==> config.mk <==
export PLATFORM = sky130hd
export DESIGN_NAME = fcl_loader
export DESIGN_NICKNAME = d
export VERILOG_FILES = /design/src/inc/fcl_pkg.sv /design/src/rtl/fcl_loader.sv
export SDC_FILE = /design/constraint.sdc
export NUM_CORES = 1
export LEC_CHECK = 0
export BUFFER_PORTS_ARGS = -buffer_cell sky130_fd_sc_hd__buf_2
export CAP_MARGIN = 20
export CORE_UTILIZATION = 56
export DETAILED_ROUTE_END_ITERATION = 7
export PLACE_DENSITY_LB_ADDON = 0.05
export REMOVE_ABC_BUFFERS = 1
export SLEW_MARGIN = 20
export SYNTH_ARGS = -nofsm -noshare
export SYNTH_HDL_FRONTEND = slang
export SYNTH_SLANG_ARGS = --single-unit
==> constraint.sdc <==
create_clock -name hclk -period 5.65 [get_ports hclk]
set_input_delay 0.565 -clock hclk [delete_from_list [all_inputs] [get_ports hclk]]
set_output_delay 0.565 -clock hclk [all_outputs]
set_load 0.01 [all_outputs]
==> src/inc/fcl_pkg.sv <==
// Constants and types shared by the fuse configuration loader
// Functional notes
// At reset copy the 3-bit brown-out threshold fuse into brown-out control B.
// At reset copy the brown-out sample rate bit (0 = 1 kHz, 1 = 125 Hz).
// At reset copy the 2-bit brown-out active/idle mode into brown-out control A.
// At reset copy the 2-bit brown-out sleep mode; code 3 is reserved.
// At reset copy the oscillator calibration lock bit into calibration register B.
// Frequency choice 1 gives 16 MHz, 2 gives 20 MHz, with matching factory calibration.
// CRC scan source: 00 whole flash, 01 boot, 10 boot plus app code, 11 none.
// Chip erase erases the EEPROM unless the EEPROM keep bit is 1.
// A locked device always erases the EEPROM on chip erase.
// Start-up delay codes 0 to 7 give 0, 1, 2, 4 ... 64 ms before code runs.
// App section end in 256-byte blocks; 0x00 makes all flash above boot app code.
// Flash above the app code end is the application data section.
// Boot section end in 256-byte blocks; 0x00 makes the whole flash boot.
// Programmer sets app end to boot size plus app code size.
// The device is open only when the lock key equals 0xC5.
// A locked device denies the debug port system bus access; control space stays readable.
// Brown-out settings reload only after a power-on reset.
// All fuse values are applied before reset is released to the core.
package fcl_pkg;

  // Register indexes; byte address is four times the index
  localparam logic [7:0] IDX_BROWNOUT = 8'h01;
  localparam logic [7:0] IDX_CLOCK_SRC = 8'h02;
  localparam logic [7:0] IDX_CRC_EEPROM = 8'h05;
  localparam logic [7:0] IDX_STARTUP = 8'h06;
  localparam logic [7:0] IDX_APP_END = 8'h07;
  localparam logic [7:0] IDX_BOOT_END = 8'h08;
  localparam logic [7:0] IDX_LOCK_KEY = 8'h0A;
  localparam logic [7:0] IDX_STATUS = 8'h10;

  // Field positions
  localparam int BOD_THR_LSB = 5;
  localparam int BOD_RATE_BIT = 4;
  localparam int BOD_ACT_LSB = 2;
  localparam int BOD_SLP_LSB = 0;
  localparam int OSC_LOCK_BIT = 7;
  localparam int OSC_FREQ_LSB = 0;
  localparam int CRC_SRC_LSB = 6;
  localparam int EE_KEEP_BIT = 0;
  localparam int SUT_LSB = 0;

  // Values after reset of the fuse shadows
  localparam logic [7:0] RST_BROWNOUT = 8'h00;
  localparam logic [7:0] RST_CLOCK_SRC = 8'h02;
  localparam logic [7:0] RST_CRC_EEPROM = 8'hC4;
  localparam logic [7:0] RST_STARTUP = 8'h07;
  localparam logic [7:0] RST_SECTION = 8'h00;
  localparam logic [7:0] RST_LOCK_KEY = 8'h00;

  localparam logic [7:0] OPEN_KEY = 8'hC5;
  localparam logic [1:0] FREQ_16M = 2'h1;
  localparam logic [1:0] FREQ_20M = 2'h2;
  localparam logic [1:0] CRC_WHOLE = 2'h0;
  localparam logic [1:0] CRC_BOOT = 2'h1;
  localparam logic [1:0] CRC_BOOT_AND_APP = 2'h2;
  localparam logic [1:0] CRC_NONE = 2'h3;

  // Number of fuse bytes fetched by the loader
  localparam logic [2:0] LOAD_STEPS = 3'h7;

  // One millisecond at the 8 ns clock
  localparam int CLK_PERIOD_NS = 8;
  localparam int MS_NS = 1000000;
  localparam int MS_CYCLES = MS_NS / CLK_PERIOD_NS;

  typedef enum logic [1:0] {ST_LOAD, ST_DELAY, ST_RUN} fcl_state_t;

  typedef struct packed {
    fcl_state_t st;
    logic [2:0] step;
    logic por_ld;
    logic [16:0] ms_div;
    logic [6:0] ms_left;
    logic [7:0] bod;
    logic [7:0] osc;
    logic [7:0] sys0;
    logic [7:0] sys1;
    logic [7:0] app;
    logic [7:0] boot;
    logic [7:0] lock;
    logic [6:0] coarse;
    logic [3:0] temp;
    logic wr_pend;
    logic [7:0] wr_idx;
    logic [31:0] rdata;
  } fcl_regs_t;

endpackage

==> src/rtl/fcl_loader.sv <==
// Fuse configuration loader with AHB-Lite view of the fuse shadows
//
// Our own choice: the AHB-Lite slave port.
`timescale 1ns/10ps
module fcl_loader #(
  parameter int MS_CYCLES = fcl_pkg::MS_CYCLES
) (
  input wire logic hclk,
  input wire logic hresetn,
  input wire logic hsel,
  input wire logic [31:0] haddr,
  input wire logic [1:0] htrans,
  input wire logic hwrite,
  input wire logic [2:0] hsize,
  input wire logic [31:0] hwdata,
  input wire logic hready,
  output logic hreadyout,
  output logic [31:0] hrdata,
  output logic hresp,
  input wire logic rst_req,
  input wire logic rst_por,
  output logic [3:0] fuse_addr,
  input wire logic [7:0] fuse_rdata,
  output logic core_run,
  input wire logic [6:0] fact_coarse_16m,
  input wire logic [6:0] fact_coarse_20m,
  input wire logic [3:0] fact_temp_16m,
  input wire logic [3:0] fact_temp_20m,
  output logic [2:0] brownout_threshold,
  output logic brownout_sample_rate,
  output logic [1:0] brownout_active_mode,
  output logic [1:0] brownout_sleep_mode,
  output logic osc_cal_lock,
  output logic [1:0] osc_freq_choice,
  output logic [6:0] osc_coarse_cal,
  output logic [3:0] osc_temp_cal,
  output logic [1:0] crc_scan_source,
  output logic crc_disabled,
  output logic crc_boot_and_app,
  output logic [7:0] app_section_end,
  output logic [7:0] boot_section_end,
  input wire logic [15:0] flash_addr,
  output logic in_boot,
  output logic in_app_code,
  output logic in_app_data,
  input wire logic chip_erase,
  output logic eeprom_erase,
  output logic device_locked,
  input wire logic dbg_sys_req,
  output logic dbg_sys_grant
);

  // Last count of the millisecond divider, cut to the divider width on purpose
  localparam logic [16:0] MS_LAST = 17'(MS_CYCLES - 1);

  // Index of the last fuse byte in the load sequence
  localparam logic [2:0] LAST_STEP = fcl_pkg::LOAD_STEPS - 3'h1;

  // Contents of every register after the asynchronous reset.
  // The power-up reset always counts as a power-on source, so the
  // brown-out byte is fetched again on the first pass through the sequence.
  localparam fcl_pkg::fcl_regs_t RESET_STATE = '{
    st: fcl_pkg::ST_LOAD,
    step: 3'h0,
    por_ld: 1'b1,
    ms_div: 17'h00000,
    ms_left: 7'h00,
    bod: fcl_pkg::RST_BROWNOUT,
    osc: fcl_pkg::RST_CLOCK_SRC,
    sys0: fcl_pkg::RST_CRC_EEPROM,
    sys1: fcl_pkg::RST_STARTUP,
    app: fcl_pkg::RST_SECTION,
    boot: fcl_pkg::RST_SECTION,
    lock: fcl_pkg::RST_LOCK_KEY,
    coarse: 7'h00,
    temp: 4'h0,
    wr_pend: 1'b0,
    wr_idx: 8'h00,
    rdata: 32'h00000000
  };

  // Registered state and its next value
  fcl_pkg::fcl_regs_t state_r;
  fcl_pkg::fcl_regs_t state_nxt;

  // Register view seen by a read, with a pending lock key write forwarded
  fcl_pkg::fcl_regs_t bus_view;

  // Address phase decode of the register bus
  logic addr_valid;
  logic [7:0] addr_idx;

  // Flash block of the address under test, in 256-byte units
  logic [7:0] flash_blk;

  // Lock state, decoded once and shared by the erase and debug gates
  logic locked;

  // Fuse byte address for each step of the load sequence.
  // The sequence skips the watchdog byte and the reserved holes,
  // so only seven fetches are needed after each reset.
  function automatic logic [3:0] step_fuse_addr(
    input logic [2:0] step
  );
    logic [3:0] a;
    a = 4'h0;
    unique case (step)
      3'h0: a = fcl_pkg::IDX_BROWNOUT[3:0];
      3'h1: a = fcl_pkg::IDX_CLOCK_SRC[3:0];
      3'h2: a = fcl_pkg::IDX_CRC_EEPROM[3:0];
      3'h3: a = fcl_pkg::IDX_STARTUP[3:0];
      3'h4: a = fcl_pkg::IDX_APP_END[3:0];
      3'h5: a = fcl_pkg::IDX_BOOT_END[3:0];
      3'h6: a = fcl_pkg::IDX_LOCK_KEY[3:0];
      // Step seven never occurs; park on an unused byte
      default: a = 4'h0;
    endcase
    return a;
  endfunction

  // Start-up delay in whole milliseconds for each code
  function automatic logic [6:0] delay_ms(
    input logic [2:0] code
  );
    logic [6:0] ms;
    ms = 7'h00;
    unique case (code)
      3'h0: ms = 7'h00;
      3'h1: ms = 7'h01;
      3'h2: ms = 7'h02;
      3'h3: ms = 7'h04;
      3'h4: ms = 7'h08;
      3'h5: ms = 7'h10;
      3'h6: ms = 7'h20;
      3'h7: ms = 7'h40;
    endcase
    return ms;
  endfunction

  // Factory coarse value for the chosen frequency.
  // Reserved codes keep the present value rather than load a guess.
  function automatic logic [6:0] pick_coarse(
    input logic [1:0] freq,
    input logic [6:0] c16,
    input logic [6:0] c20,
    input logic [6:0] cur
  );
    logic [6:0] c;
    c = cur;
    if (freq == fcl_pkg::FREQ_16M) begin
      c = c16;
    end else if (freq == fcl_pkg::FREQ_20M) begin
      c = c20;
    end
    return c;
  endfunction

  // Factory temperature value for the chosen frequency
  function automatic logic [3:0] pick_temp(
    input logic [1:0] freq,
    input logic [3:0] t16,
    input logic [3:0] t20,
    input logic [3:0] cur
  );
    logic [3:0] t;
    t = cur;
    if (freq == fcl_pkg::FREQ_16M) begin
      t = t16;
    end else if (freq == fcl_pkg::FREQ_20M) begin
      t = t20;
    end
    return t;
  endfunction

  // Only one exact key value opens the part; every other byte locks it
  function automatic logic key_locked(
    input logic [7:0] key
  );
    return key != fcl_pkg::OPEN_KEY;
  endfunction

  // Read data for one register index; unknown indexes read as zero
  function automatic logic [31:0] read_word(
    input fcl_pkg::fcl_regs_t s,
    input logic [7:0] idx,
    input logic run,
    input logic lk
  );
    logic [31:0] w;
    w = 32'h00000000;
    case (idx)
      fcl_pkg::IDX_BROWNOUT: w = {24'h000000, s.bod};
      fcl_pkg::IDX_CLOCK_SRC: w = {24'h000000, s.osc};
      fcl_pkg::IDX_CRC_EEPROM: w = {24'h000000, s.sys0};
      fcl_pkg::IDX_STARTUP: w = {24'h000000, s.sys1};
      fcl_pkg::IDX_APP_END: w = {24'h000000, s.app};
      fcl_pkg::IDX_BOOT_END: w = {24'h000000, s.boot};
      fcl_pkg::IDX_LOCK_KEY: w = {24'h000000, s.lock};
      fcl_pkg::IDX_STATUS: w = {30'h0, lk, run};
      default: w = 32'h00000000;
    endcase
    return w;
  endfunction

  // Address phase: a transfer is taken only when the bus is ready
  always_comb begin
    addr_valid = hsel && htrans[1] && hready;
    addr_idx = haddr[9:2];
  end

  // A read right behind a lock key write must see the new key,
  // because the write lands on the same edge that samples the read
  always_comb begin
    bus_view = state_r;
    if (state_r.wr_pend && (state_r.wr_idx == fcl_pkg::IDX_LOCK_KEY)) begin
      bus_view.lock = hwdata[7:0];
    end
  end

  // Next state: load sequence, start-up delay and register bus
  always_comb begin
    state_nxt = state_r;

    unique case (state_r.st)
      fcl_pkg::ST_LOAD: begin
        unique case (state_r.step)
          // power-on only
          3'h0: begin
            // brown-out byte
            if (state_r.por_ld) begin
              state_nxt.bod = fuse_rdata;
            end
          end
          3'h1: begin
            // oscillator byte and factory values
            state_nxt.osc = fuse_rdata;
            state_nxt.coarse = pick_coarse(fuse_rdata[fcl_pkg::OSC_FREQ_LSB +: 2],
              fact_coarse_16m, fact_coarse_20m, state_r.coarse);
            state_nxt.temp = pick_temp(fuse_rdata[fcl_pkg::OSC_FREQ_LSB +: 2],
              fact_temp_16m, fact_temp_20m, state_r.temp);
          end
          // CRC and EEPROM byte
          3'h2: state_nxt.sys0 = fuse_rdata;
          // start-up byte
          3'h3: state_nxt.sys1 = fuse_rdata;
          // application end
          3'h4: state_nxt.app = fuse_rdata;
          // boot end
          3'h5: state_nxt.boot = fuse_rdata;
          // lock key
          3'h6: state_nxt.lock = fuse_rdata;
          // Step seven is never reached; restart the sequence
          default: state_nxt.step = 3'h0;
        endcase
        // delay starts once all bytes are in
        if (state_r.step == LAST_STEP) begin
          state_nxt.st = fcl_pkg::ST_DELAY;
          state_nxt.ms_div = 17'h00000;
          state_nxt.ms_left = delay_ms(state_r.sys1[fcl_pkg::SUT_LSB +: 3]);
        end else begin
          state_nxt.step = state_r.step + 3'h1;
        end
      end
      fcl_pkg::ST_DELAY: begin
        // whole milliseconds from the divider
        if (state_r.ms_left == 7'h00) begin
          state_nxt.st = fcl_pkg::ST_RUN;
        end else if (state_r.ms_div == MS_LAST) begin
          state_nxt.ms_div = 17'h00000;
          state_nxt.ms_left = state_r.ms_left - 7'h01;
        end else begin
          state_nxt.ms_div = state_r.ms_div + 17'h00001;
        end
      end
      fcl_pkg::ST_RUN: begin
        state_nxt.st = fcl_pkg::ST_RUN;
      end
      // The fourth state code is illegal; reload from the top
      default: begin
        state_nxt.st = fcl_pkg::ST_LOAD;
        state_nxt.step = 3'h0;
      end
    endcase

    // remember whether this reset is power-on
    // A reset request restarts the sequence; only a power-on source
    // is allowed to refresh the brown-out settings on the next pass.
    if (rst_req) begin
      state_nxt.st = fcl_pkg::ST_LOAD;
      state_nxt.step = 3'h0;
      state_nxt.por_ld = rst_por;
    end

    // Address phase: capture reads now, hold writes for the data phase
    state_nxt.wr_pend = addr_valid && hwrite;
    if (addr_valid && hwrite) begin
      state_nxt.wr_idx = addr_idx;
    end
    if (addr_valid && !hwrite) begin
      state_nxt.rdata = read_word(bus_view, addr_idx, core_run, locked);
    end

    // lock key write in the data phase
    // Only the lock key takes writes; the other shadows are read only.
    // The write is applied last so that it wins over a load in flight.
    if (state_r.wr_pend && (state_r.wr_idx == fcl_pkg::IDX_LOCK_KEY)) begin
      state_nxt.lock = hwdata[7:0];
    end
  end

  // State register; the asynchronous branch loads constants only
  always_ff @(posedge hclk or negedge hresetn) begin
    if (!hresetn) begin
      state_r <= RESET_STATE;
    end else begin
      state_r <= state_nxt;
    end
  end

  // Bus answers: every transfer completes at once with OKAY
  assign hreadyout = 1'b1;
  assign hresp = 1'b0;
  assign hrdata = state_r.rdata;

  // Fuse storage address follows the load step
  assign fuse_addr = step_fuse_addr(state_r.step);

  // core held until the loader is done
  // A pending reset request also holds the core, so it never runs
  // on half-loaded settings between two requests.
  assign core_run = (state_r.st == fcl_pkg::ST_RUN) && !rst_req;

  // threshold field
  assign brownout_threshold = state_r.bod[fcl_pkg::BOD_THR_LSB +: 3];
  // sample rate bit
  assign brownout_sample_rate = state_r.bod[fcl_pkg::BOD_RATE_BIT];
  // active mode field
  assign brownout_active_mode = state_r.bod[fcl_pkg::BOD_ACT_LSB +: 2];
  // sleep mode, reserved code passed on
  assign brownout_sleep_mode = state_r.bod[fcl_pkg::BOD_SLP_LSB +: 2];

  // calibration lock bit
  assign osc_cal_lock = state_r.osc[fcl_pkg::OSC_LOCK_BIT];
  // frequency and factory values
  assign osc_freq_choice = state_r.osc[fcl_pkg::OSC_FREQ_LSB +: 2];
  assign osc_coarse_cal = state_r.coarse;
  assign osc_temp_cal = state_r.temp;

  // CRC scan source and its decodes
  assign crc_scan_source = state_r.sys0[fcl_pkg::CRC_SRC_LSB +: 2];
  assign crc_disabled = crc_scan_source == fcl_pkg::CRC_NONE;
  assign crc_boot_and_app = crc_scan_source == fcl_pkg::CRC_BOOT_AND_APP;

  // Section boundaries handed to the flash controller
  assign app_section_end = state_r.app;
  assign boot_section_end = state_r.boot;

  // Flash map decode compares whole 256-byte blocks
  assign flash_blk = flash_addr[15:8];

  // boot section, zero means all flash
  assign in_boot = (state_r.boot == 8'h00) || (flash_blk < state_r.boot);
  // application code, zero means up to the top
  assign in_app_code = !in_boot && ((state_r.app == 8'h00) || (flash_blk < state_r.app));
  // application data above the code end
  assign in_app_data = !in_boot && (state_r.app != 8'h00) && (flash_blk >= state_r.app);

  // open only with the exact key
  assign locked = key_locked(state_r.lock);
  assign device_locked = locked;

  // EEPROM erase on chip erase
  // Locking overrides the keep bit so that a locked part cannot hide data.
  assign eeprom_erase = chip_erase && (!state_r.sys0[fcl_pkg::EE_KEEP_BIT] || locked);

  // debug port bus gate
  // Kept combinational so the grant drops in the same cycle as the lock.
  assign dbg_sys_grant = dbg_sys_req && !locked;

endmodule

==> flow_summary.toml, run 1 <==
[grt]
grt_pass1_wl_mm = 26.1
grt_max_degree = 70
grt_overflow = 0
grtUsageTotal_pct = 26.6
antenna_found_initial = 0
first_global_vias = 5132

[sta]
final-hold-violation-count = 0
slew_headroom_pct = 41.3
setup_viol = 0
tns_ns = 0
final_max_slew_viol_count = 0
clock.fmax_mhz = 329
finClkSkew_ns = 0.00694
tightest_slew_ns = 0.880
final.period_utilization_pct = 53.8
rsz0062_at_grt = "false"
min_period_ns = 3.04
hold-worst-slack_ns = 0.267

[cells_and_area]
multi_input_area_mm2 = 0.00333
mostFrequentLayoutCells = "buf_2 (123), dfrtp_1 (106), nand2_1 (68), nor2_1 (62), o21ai_0 (49)"
nFillCells = 993
syn2layout_area_growth_pct = 12.3
ff_latch_area_mm2 = 0.00286
layout-drive-gt1-share_pct = 27.8
diodes = 0
final_common_cell = "buf_2"
instances_no_fill = 948
final_net_count = 939

[logic_synthesis]
synth-async-reset-ratio_pct = 100
yosysSeqAreaShare_pct = 41.4
synthesis.area_mm2 = 0.00691
ys_types = 75
syn_inst = 719
syn_avg_cell_area_um2 = 9.61
synth_top_cell_area_share_pct = 38.4
synth-edff-count = 0
synth_area_leaders = "dfrtp_1 (38%), buf_4 (8.0%), mux2_2 (7.0%), mux2i_1 (5.1%), ha_1 (4.9%)"
synth_top_cell_by_area = "dfrtp_1"
ys_warn_count = 0
dominantRegCellSynth = "dfrtp_1"
synth-seq-cells = 114

[floorplan]
die-height_um = 113
core_area_mm2 = 0.0120
die-area_mm2 = 0.0128
rows = 40
die_w_um = 113
start_util_pct = 57.5
num_io_pins = 211

[status]
outcome = "finished, final reports clean"

[pwr]
irDropWorstVdd_v = 0.000233
power_density_mw_per_mm2 = 453
p_leak_nw = 3.75

[clocking]
clk_path_buf_depth = 2
cts_buffers = 17
ctsResizeCount = 0
clk_latency_ns = 0.42
cts.sinks = 114
postCtsHoldBufs = 0
cts_tree = "done"
h-tree-depth = 4
cts_setup_buffers = 0
clockRootBuffer = "clkbuf_16"
cts.clk_slew.worst_paths_ns = 0.05

[place]
dp_hpwl_mm = 11.7
place_inst = 916
io_buffers = 124
place_congestion = 0.888

[worst_setup_path]
crit_required_ns = 5.95
path_max_fanout = 22
end_kind = "flop"
worstPathArrival_ns = 3.34
cp-start-kind = "flop"
worstSetupPathType = "reg2reg"

[routing]
drc = 0
wl_per_cell_um = 17.0
drt_pass1_iterations = 4
via_count = 5340
drtIter0Drc = 317
vias_per_cell = 5.63
wl_mm = 16.1
ant_nets = 0

[run]
max_cap_violations = 0

[hold_path]
min_path_type = "in2async"
## final cells by class
type	count	area share (%)
inverter	31	1.50
clock buffer	19	5.84
sequential	114	36.9
timing repair buffer	125	8.13
multi-input combinational	499	42.9
tap	147	2.37
clock inverter	13	2.37
## synth_stat cells (all sizes together) (2+ instances only)
cell type    n
conb         2
nor3         6
a2111oi      4
or4          2
and3         7
nor3b        3
inv         30
nand4b       2
a221o        2
a211oi       4
nor4         7
a21o         4
o221ai       2
dfstp        8
a21oi       38
nand2       70
and3b        3
nand4       11
xor2         2
mux2i       35
and2         4
nor4bb       3
mux2        43
o21ai       49
a31oi        6
a22o         2
nor2b        6
nor4b        3
o211ai       2
and4         2
nand2b       4
ha          27
o31ai        7
nand3       18
a22oi       10
dfrtp      106
nor2        63
buf         84
clkbuf      14
## through the flow
stage          setup slack (ns)  power, mW  instance area [µm²]  util (%)
2_1_floorplan              3.06       1.95                 6300         -
3_3_place_gp               2.68       2.32                 7120      59.3
3_5_place_dp               2.62       2.38                 7120      59.3
4_1_cts                    2.59       3.53                 7760      64.6
5_1_grt                    2.39       3.71                 7760      64.6
6_report                   2.61       3.51                 7760      64.6
## power breakdown
part / leakage [nW] / internal, mW / switching [mW]
clock network: 0.293 / 0.758 / 0.385
logic: 2.06 / 0.479 / 0.505
registers: 1.40 / 1.10 / 0.282
total: 3.75 / 2.34 / 1.17
## worst max-delay path, stage by stage (launching register included)
cell,delay [ns]
dfrtp_1,0.39
inv_1,0.11
ha_1,0.64
or3b_2,0.53
o221ai_4,0.48
a21oi_2,0.22
and3_2,0.30
a211o_1,0.25
## state kept, by name, indices dropped and copies added, names as in the netlist, 3 cells and up
register and flops:
osc_temp_cal 4, hrdata 8, state_r 8, app_section_end 8, osc_coarse_cal 7, brownout_threshold 3
boot_section_end 8, bus_view 58
## metal layers
layer  GRT usage, %  share of wire, %  up-vias
li1               -                 -     2601
met1           33.7                44     2573
met2           44.7                50      146
met3           6.70               4.2       20
met4           8.86               1.4        0
met5              0                 0        -
## path summary, 6_finish.rpt
path                          startpoint             to  slack (ns)  depth (start not counted)
max                        bus_view[137]  bus_view[108]        2.61                          7
min                              hresetn   bus_view[35]        0.27                          1
max reg2reg                bus_view[137]  bus_view[108]        2.61                          7
min reg2reg                    hrdata[6]      hrdata[6]        0.47                          2
max in group asynchronous        hresetn    state_r[52]        4.24                          2
min in group hclk               haddr[8]   bus_view[38]        0.37                          3
## cell families (layout without fill, tap and decap cells)
kind of cell,Yosys count,in the layout,share of synthesized area (%)
adder cells (fa/ha/maj),27,27,4.89
AND/OR/NAND/NOR,221,221,16.2
AO/OA/AOI/OAI,145,145,13.3
flip-flops,114,114,41.4
XOR/XNOR,2,2,0.254
multiplexers,78,78,12.1
other,2,26,0.109
buffers and inverters,130,188,11.7
No activity file was read; power rests on OpenSTA's default activity.
==> run 2: changes to the inputs <==
Settings changed: CORE_UTILIZATION 56 to 52.
Clock period 5.65 ns to 2.8 ns, I/O delays scaled along.
==> run 2 against run 1 <==
  * Critical path depth grew 1
  * Highest routed layer unchanged
  * Register-to-register slack lost 2.2 ns
  * Routed wire length grew 2.6%
  * Clock skew grew 0.0017 ns
  * Utilization shrank 3.5 points
  * Largest power group unchanged
  * Critical endpoint is now in_app_data
==> flow_summary.toml, run 2 (synthesized netlist as in run 1, its figures left out) <==
[status]
outcome = "finished, final reports clean"

[sta]
tns_ns = 0
slew_headroom_pct = 51.3
finClkSkew_ns = 0.00865
min_period_ns = 2.63
final_max_slew_viol_count = 0
setup_slack_ns = 0.172
rsz0062_at_grt = "false"
final.period_utilization_pct = 93.8
hold-worst-slack_ns = 0.0921
setup_viol = 0
tightest_slew_ns = 0.729
clock.fmax_mhz = 381
final-hold-violation-count = 0

[clocking]
cts_buffers = 17
clockRootBuffer = "clkbuf_16"
cts_tree = "done"
cts.clk_slew.worst_paths_ns = 0.05
cts.sinks = 114
h-tree-depth = 4
clk_latency_ns = 0.42
cts_setup_buffers = 0
clk_path_buf_depth = 2

[routing]
vias_per_cell = 5.57
wl_mm = 16.5
wl_per_cell_um = 16.8
drtIter0Drc = 277
drt_pass1_iterations = 4
via_count = 5472
drc = 0
ant_nets = 0

[worst_setup_path]
rrSetupSlack_ns = 0.42
critPathSlowestCell = "dfrtp_1"
cpPeakStageDelay_ns = 0.48
worstPathCellList = "inv_1 -> ha_1 -> a21oi_1 -> o21ai_0 -> a21oi_1 -> o21ai_0 -> o2111a_1 -> buf_2"
worstPathArrival_ns = 2.35
cp_top_family = "compound AO/OA/AOI/OAI gates"
worstSetupEndpoint = "in_app_data"
worstSetupStartpoint = "boot_section_end[1]"
path_depth = 8
r2r-end = "bus_view[108]"
path_max_fanout = 5
worstSetupPathType = "reg2out"
rr_worst_depth = 7
end_kind = "primary output"
crit_required_ns = 2.52
cp-start-kind = "flop"
path_buf_inv = 2
reg2reg_from = "bus_view[108]"

[pwr]
power_density_mw_per_mm2 = 872
internal_power_mw = 4.53
swShare_pct = 33.5
pwr-share-seq_pct = 40.6
p_clk_share_pct = 30.1
irDropWorstVdd_v = 0.000476
switchingPower_mw = 2.28
power_frac_comb_pct = 29.2
p_leak_nw = 3.78

[cells_and_area]
mostFrequentLayoutCells = "buf_2 (123), dfrtp_1 (106), nand2_1 (68), nor2_1 (63), o21ai_0 (49)"
diodes = 0
largest_reg_flops = 58
syn2layout_area_growth_pct = 12.9
nFillCells = 1118
multi_input_area_mm2 = 0.00333
layout-drive-gt1-share_pct = 27.8
final_net_count = 948
final_core_util_pct = 61.1
final_common_cell = "buf_2"
ff_latch_area_mm2 = 0.00286

[grt]
first_global_vias = 5094
grt_pass1_wl_mm = 26.1
grt_max_degree = 47
grt_overflow = 0
antenna_found_initial = 0
grtUsageTotal_pct = 25.3

[floorplan]
rows = 41
start_util_pct = 54.1
die-height_um = 117
die_w_um = 117
core_area_mm2 = 0.0128
num_io_pins = 211
die-area_mm2 = 0.0137

[place]
io_buffers = 124
post-place-ws_ns = 0.425
dp_hpwl_mm = 12.2
place_congestion = 0.823

[run]
max_cap_violations = 0

[hold_path]
min_path_type = "in2reg"
run 2: cell types whose count changed in the layout (fill, tap and decap cells not counted), moves of 3 or more:
cell,before,now
clkbuf_1,0,5
buf_4,2,9
clkinvlp_4,6,1
bufinv_16,4,1
clkbuf_8,2,5
run 2: worst register-to-register path: cells and delay by family (launching register included):
family | cells | cell delay [ns]
compound gates | 3 | 0.86
buf+inv | 1 | 0.11
fa+ha+maj | 1 | 0.15
simple gates | 2 | 0.75
flops | 1 | 0.40
run 2: power by group through the flow:
| stage | Combinational (mW) | Clock, mW | Sequential, mW |
|---|---|---|---|
| after floorplan | 1.18 | 0 | 2.74 |
| after global placement | 1.93 | 0 | 2.76 |
| after detailed placement | 1.99 | 0 | 2.79 |
| after CTS | 2.00 | 2.08 | 2.76 |
| after global routing | 2.25 | 2.15 | 2.85 |
| final | 1.99 | 2.05 | 2.77 |
run 2: metal layers:
metal	share of wire [%]	track usage [%]
met1	44	33.0
met2	50	41.9
met3	4.9	5.25
met4	1.4	8.52
met5	0	0
run 2: what timing repair did:
action | 4_1_cts | 5_1_grt
gates resized for setup | 0 | 0
hold endpoints to repair | 38 | 0
setup endpoints to repair | 0 | 0
hold buffers | 1 | 0
run 2: worst min path at each step:
stage,start,end,slack (ns),cells after the start
after detailed placement,hresetn,bus_view[33],0.34,1
after floorplan,hresetn,app_section_end[0],-0.02,0
final,haddr[8],bus_view[38],0.09,3
after global routing,rst_por,bus_view[132],0.1,2
after CTS,haddr[8],bus_view[38],0.08,3
after global placement,hresetn,bus_view[33],0.33,1
run 2: per-stage QoR:
stage | cell area [µm²] | power [mW] | instances
after floorplan | 6300 | 3.93 | 644
after global placement | 7220 | 4.69 | 949
after detailed placement | 7220 | 4.78 | 949
after CTS | 7800 | 6.84 | 982
after global routing | 7800 | 7.25 | 982
final | 7800 | 6.80 | 982
run 2: final cells by class:
cell class,count,area share [%]
Inverter,31,1.49
Tap cell,172,2.76
Sequential cell,114,36.7
Timing Repair Buffer,134,9.14
Multi-Input combinational cell,499,42.6
Clock inverter,5,0.674
Clock buffer,27,6.58
==> run 3: changes to the inputs <==
Settings changed: CTS_CLUSTER_SIZE set to 28, PLACE_DENSITY set to 0.82, PLACE_DENSITY_LB_ADDON 0.05 to not set.
==> run 3 against run 2 <==
  * First-iteration DRC count increased by 29%
  * Setup slack got worse by 0.034 ns
  * Largest power group unchanged
  * Clock-buffer cell count shrank 5
  * Sequential share of layout area is 0.55 points lower
  * Design area is 1.5% higher
  * Critical path type unchanged
  * Utilization grew 0.92 points
  * Critical path depth up 1
==> flow_summary.toml, run 3 (synthesized netlist as in run 1, its figures left out) <==
[status]
outcome = "finished, final reports clean"

[sta]
setup_viol = 0
tightest_slew_ns = 0.744
clock.fmax_mhz = 376
final-hold-violation-count = 0
setup_slack_ns = 0.138
final.period_utilization_pct = 95.1
final_max_slew_viol_count = 0
tns_ns = 0
rsz0062_at_grt = "false"
finClkSkew_ns = 0.0160
min_period_ns = 2.66
slew_headroom_pct = 49.1

[worst_setup_path]
reg2reg_from = "bus_view[133]"
rrSetupSlack_ns = 0.44
rr_worst_depth = 8
worstSetupStartpoint = "app_section_end[1]"
worstSetupPathType = "reg2out"
r2r-end = "bus_view[110]"
worstPathArrival_ns = 2.38
cp-start-kind = "flop"
end_kind = "primary output"
path_max_fanout = 5
crit_required_ns = 2.52

[floorplan]
die_w_um = 117
num_io_pins = 211
rows = 41
start_util_pct = 54.1
die-area_mm2 = 0.0137
core_area_mm2 = 0.0128
die-height_um = 117

[place]
place_area_mm2 = 0.00724
place_congestion = 0.871
dp_hpwl_mm = 11.8
io_buffers = 124
post-place-ws_ns = 0.480

[clocking]
cts.clk_slew.worst_paths_ns = 0.05
cts_buffers = 17
clockRootBuffer = "clkbuf_16"
ctsResizeCount = 0
cts.sinks = 114
clk_latency_ns = 0.42
h-tree-depth = 4
cts_setup_buffers = 0
cts_tree = "done"
postCtsHoldBufs = 1
clk_path_buf_depth = 2

[routing]
drt_pass1_iterations = 5
wl_mm = 16.8
wl_per_cell_um = 17.0
vias_per_cell = 5.73
drtIter0Drc = 356
via_count = 5642
drc = 0
ant_nets = 0

[hold_path]
hold_end = "bus_view[37]"
whs_path_depth = 3
hp-start = "haddr[7]"
min_path_type = "in2reg"

[grt]
grt_max_degree = 50
grt_overflow = 0
grtUsageTotal_pct = 25.5
antenna_found_initial = 0
first_global_vias = 5337
grt_pass1_wl_mm = 26.5

[pwr]
power_frac_comb_pct = 28.1
internal_power_mw = 4.91
swShare_pct = 32.3
switchingPower_mw = 2.34
p_leak_nw = 3.84
power_density_mw_per_mm2 = 916
p_clk_share_pct = 33.9
pwr-share-seq_pct = 38.0
irDropWorstVdd_v = 0.000534

[cells_and_area]
final_net_count = 950
final_common_cell = "buf_2"
largest_reg_flops = 58
diodes = 0
syn2layout_area_growth_pct = 14.6
layout-drive-gt1-share_pct = 28.2
fin_area_mm2 = 0.00792
mostFrequentLayoutCells = "buf_2 (123), dfrtp_1 (106), nand2_1 (68), nor2_1 (63), o21ai_0 (49)"

[run]
max_cap_violations = 0
run 3: worst max-delay path by stage:
| stage | depth (start not counted) | to |
|---|---|---|
| after floorplan | 7 | bus_view[108] |
| after global placement | 7 | bus_view[108] |
| after detailed placement | 7 | bus_view[108] |
| after CTS | 9 | in_app_code |
| after global routing | 9 | in_app_code |
| final | 9 | in_app_code |
run 3: layer usage:
layer  vias to the layer above  GRT usage [%]  part of all wire [%]
met2                       243           41.2                    48
met5                         -              0                     0
met4                         0           10.5                   2.3
li1                       2626              -                     -
met1                      2743           32.9                    43
met3                        30           6.28                   6.5
run 3: metrics by stage:
stage	cells	utilization [%]	power (mW)	hold slack, ns
after floorplan	644	-	3.93	-0.0156
after global placement	951	56.7	4.67	0.353
after detailed placement	951	56.7	4.76	0.353
after CTS	984	62.0	7.25	0.0810
after global routing	984	62.0	7.66	0.0903
final	984	62.0	7.25	0.0936
run 3: cell type report:
cell class	count	area, µm²
Inverter	31	116
Timing Repair Buffer	136	728
Clock inverter	10	204
Fill cell	1052	4860
Multi-Input combinational cell	499	3330
Sequential cell	114	2860
Clock buffer	22	464
Tap cell	172	215
run 3: worst max-delay path, stage by stage (launching register included):
cell and delay [ns]:
dfrtp_1 0.46, inv_1 0.07, ha_1 0.30, nor2b_1 0.14
o21a_1 0.16, o21ai_0 0.22, a21oi_1 0.14, o21ai_0 0.18
and3_1 0.17, buf_2 0.13
run 3: power groups by stage:
stage	sequential, mW	clock [mW]	combinational, mW
after floorplan	2.74	0	1.18
after global placement	2.73	0	1.94
after detailed placement	2.74	0	2.02
after CTS	2.73	2.48	2.04
after global routing	2.82	2.56	2.28
final	2.76	2.46	2.03
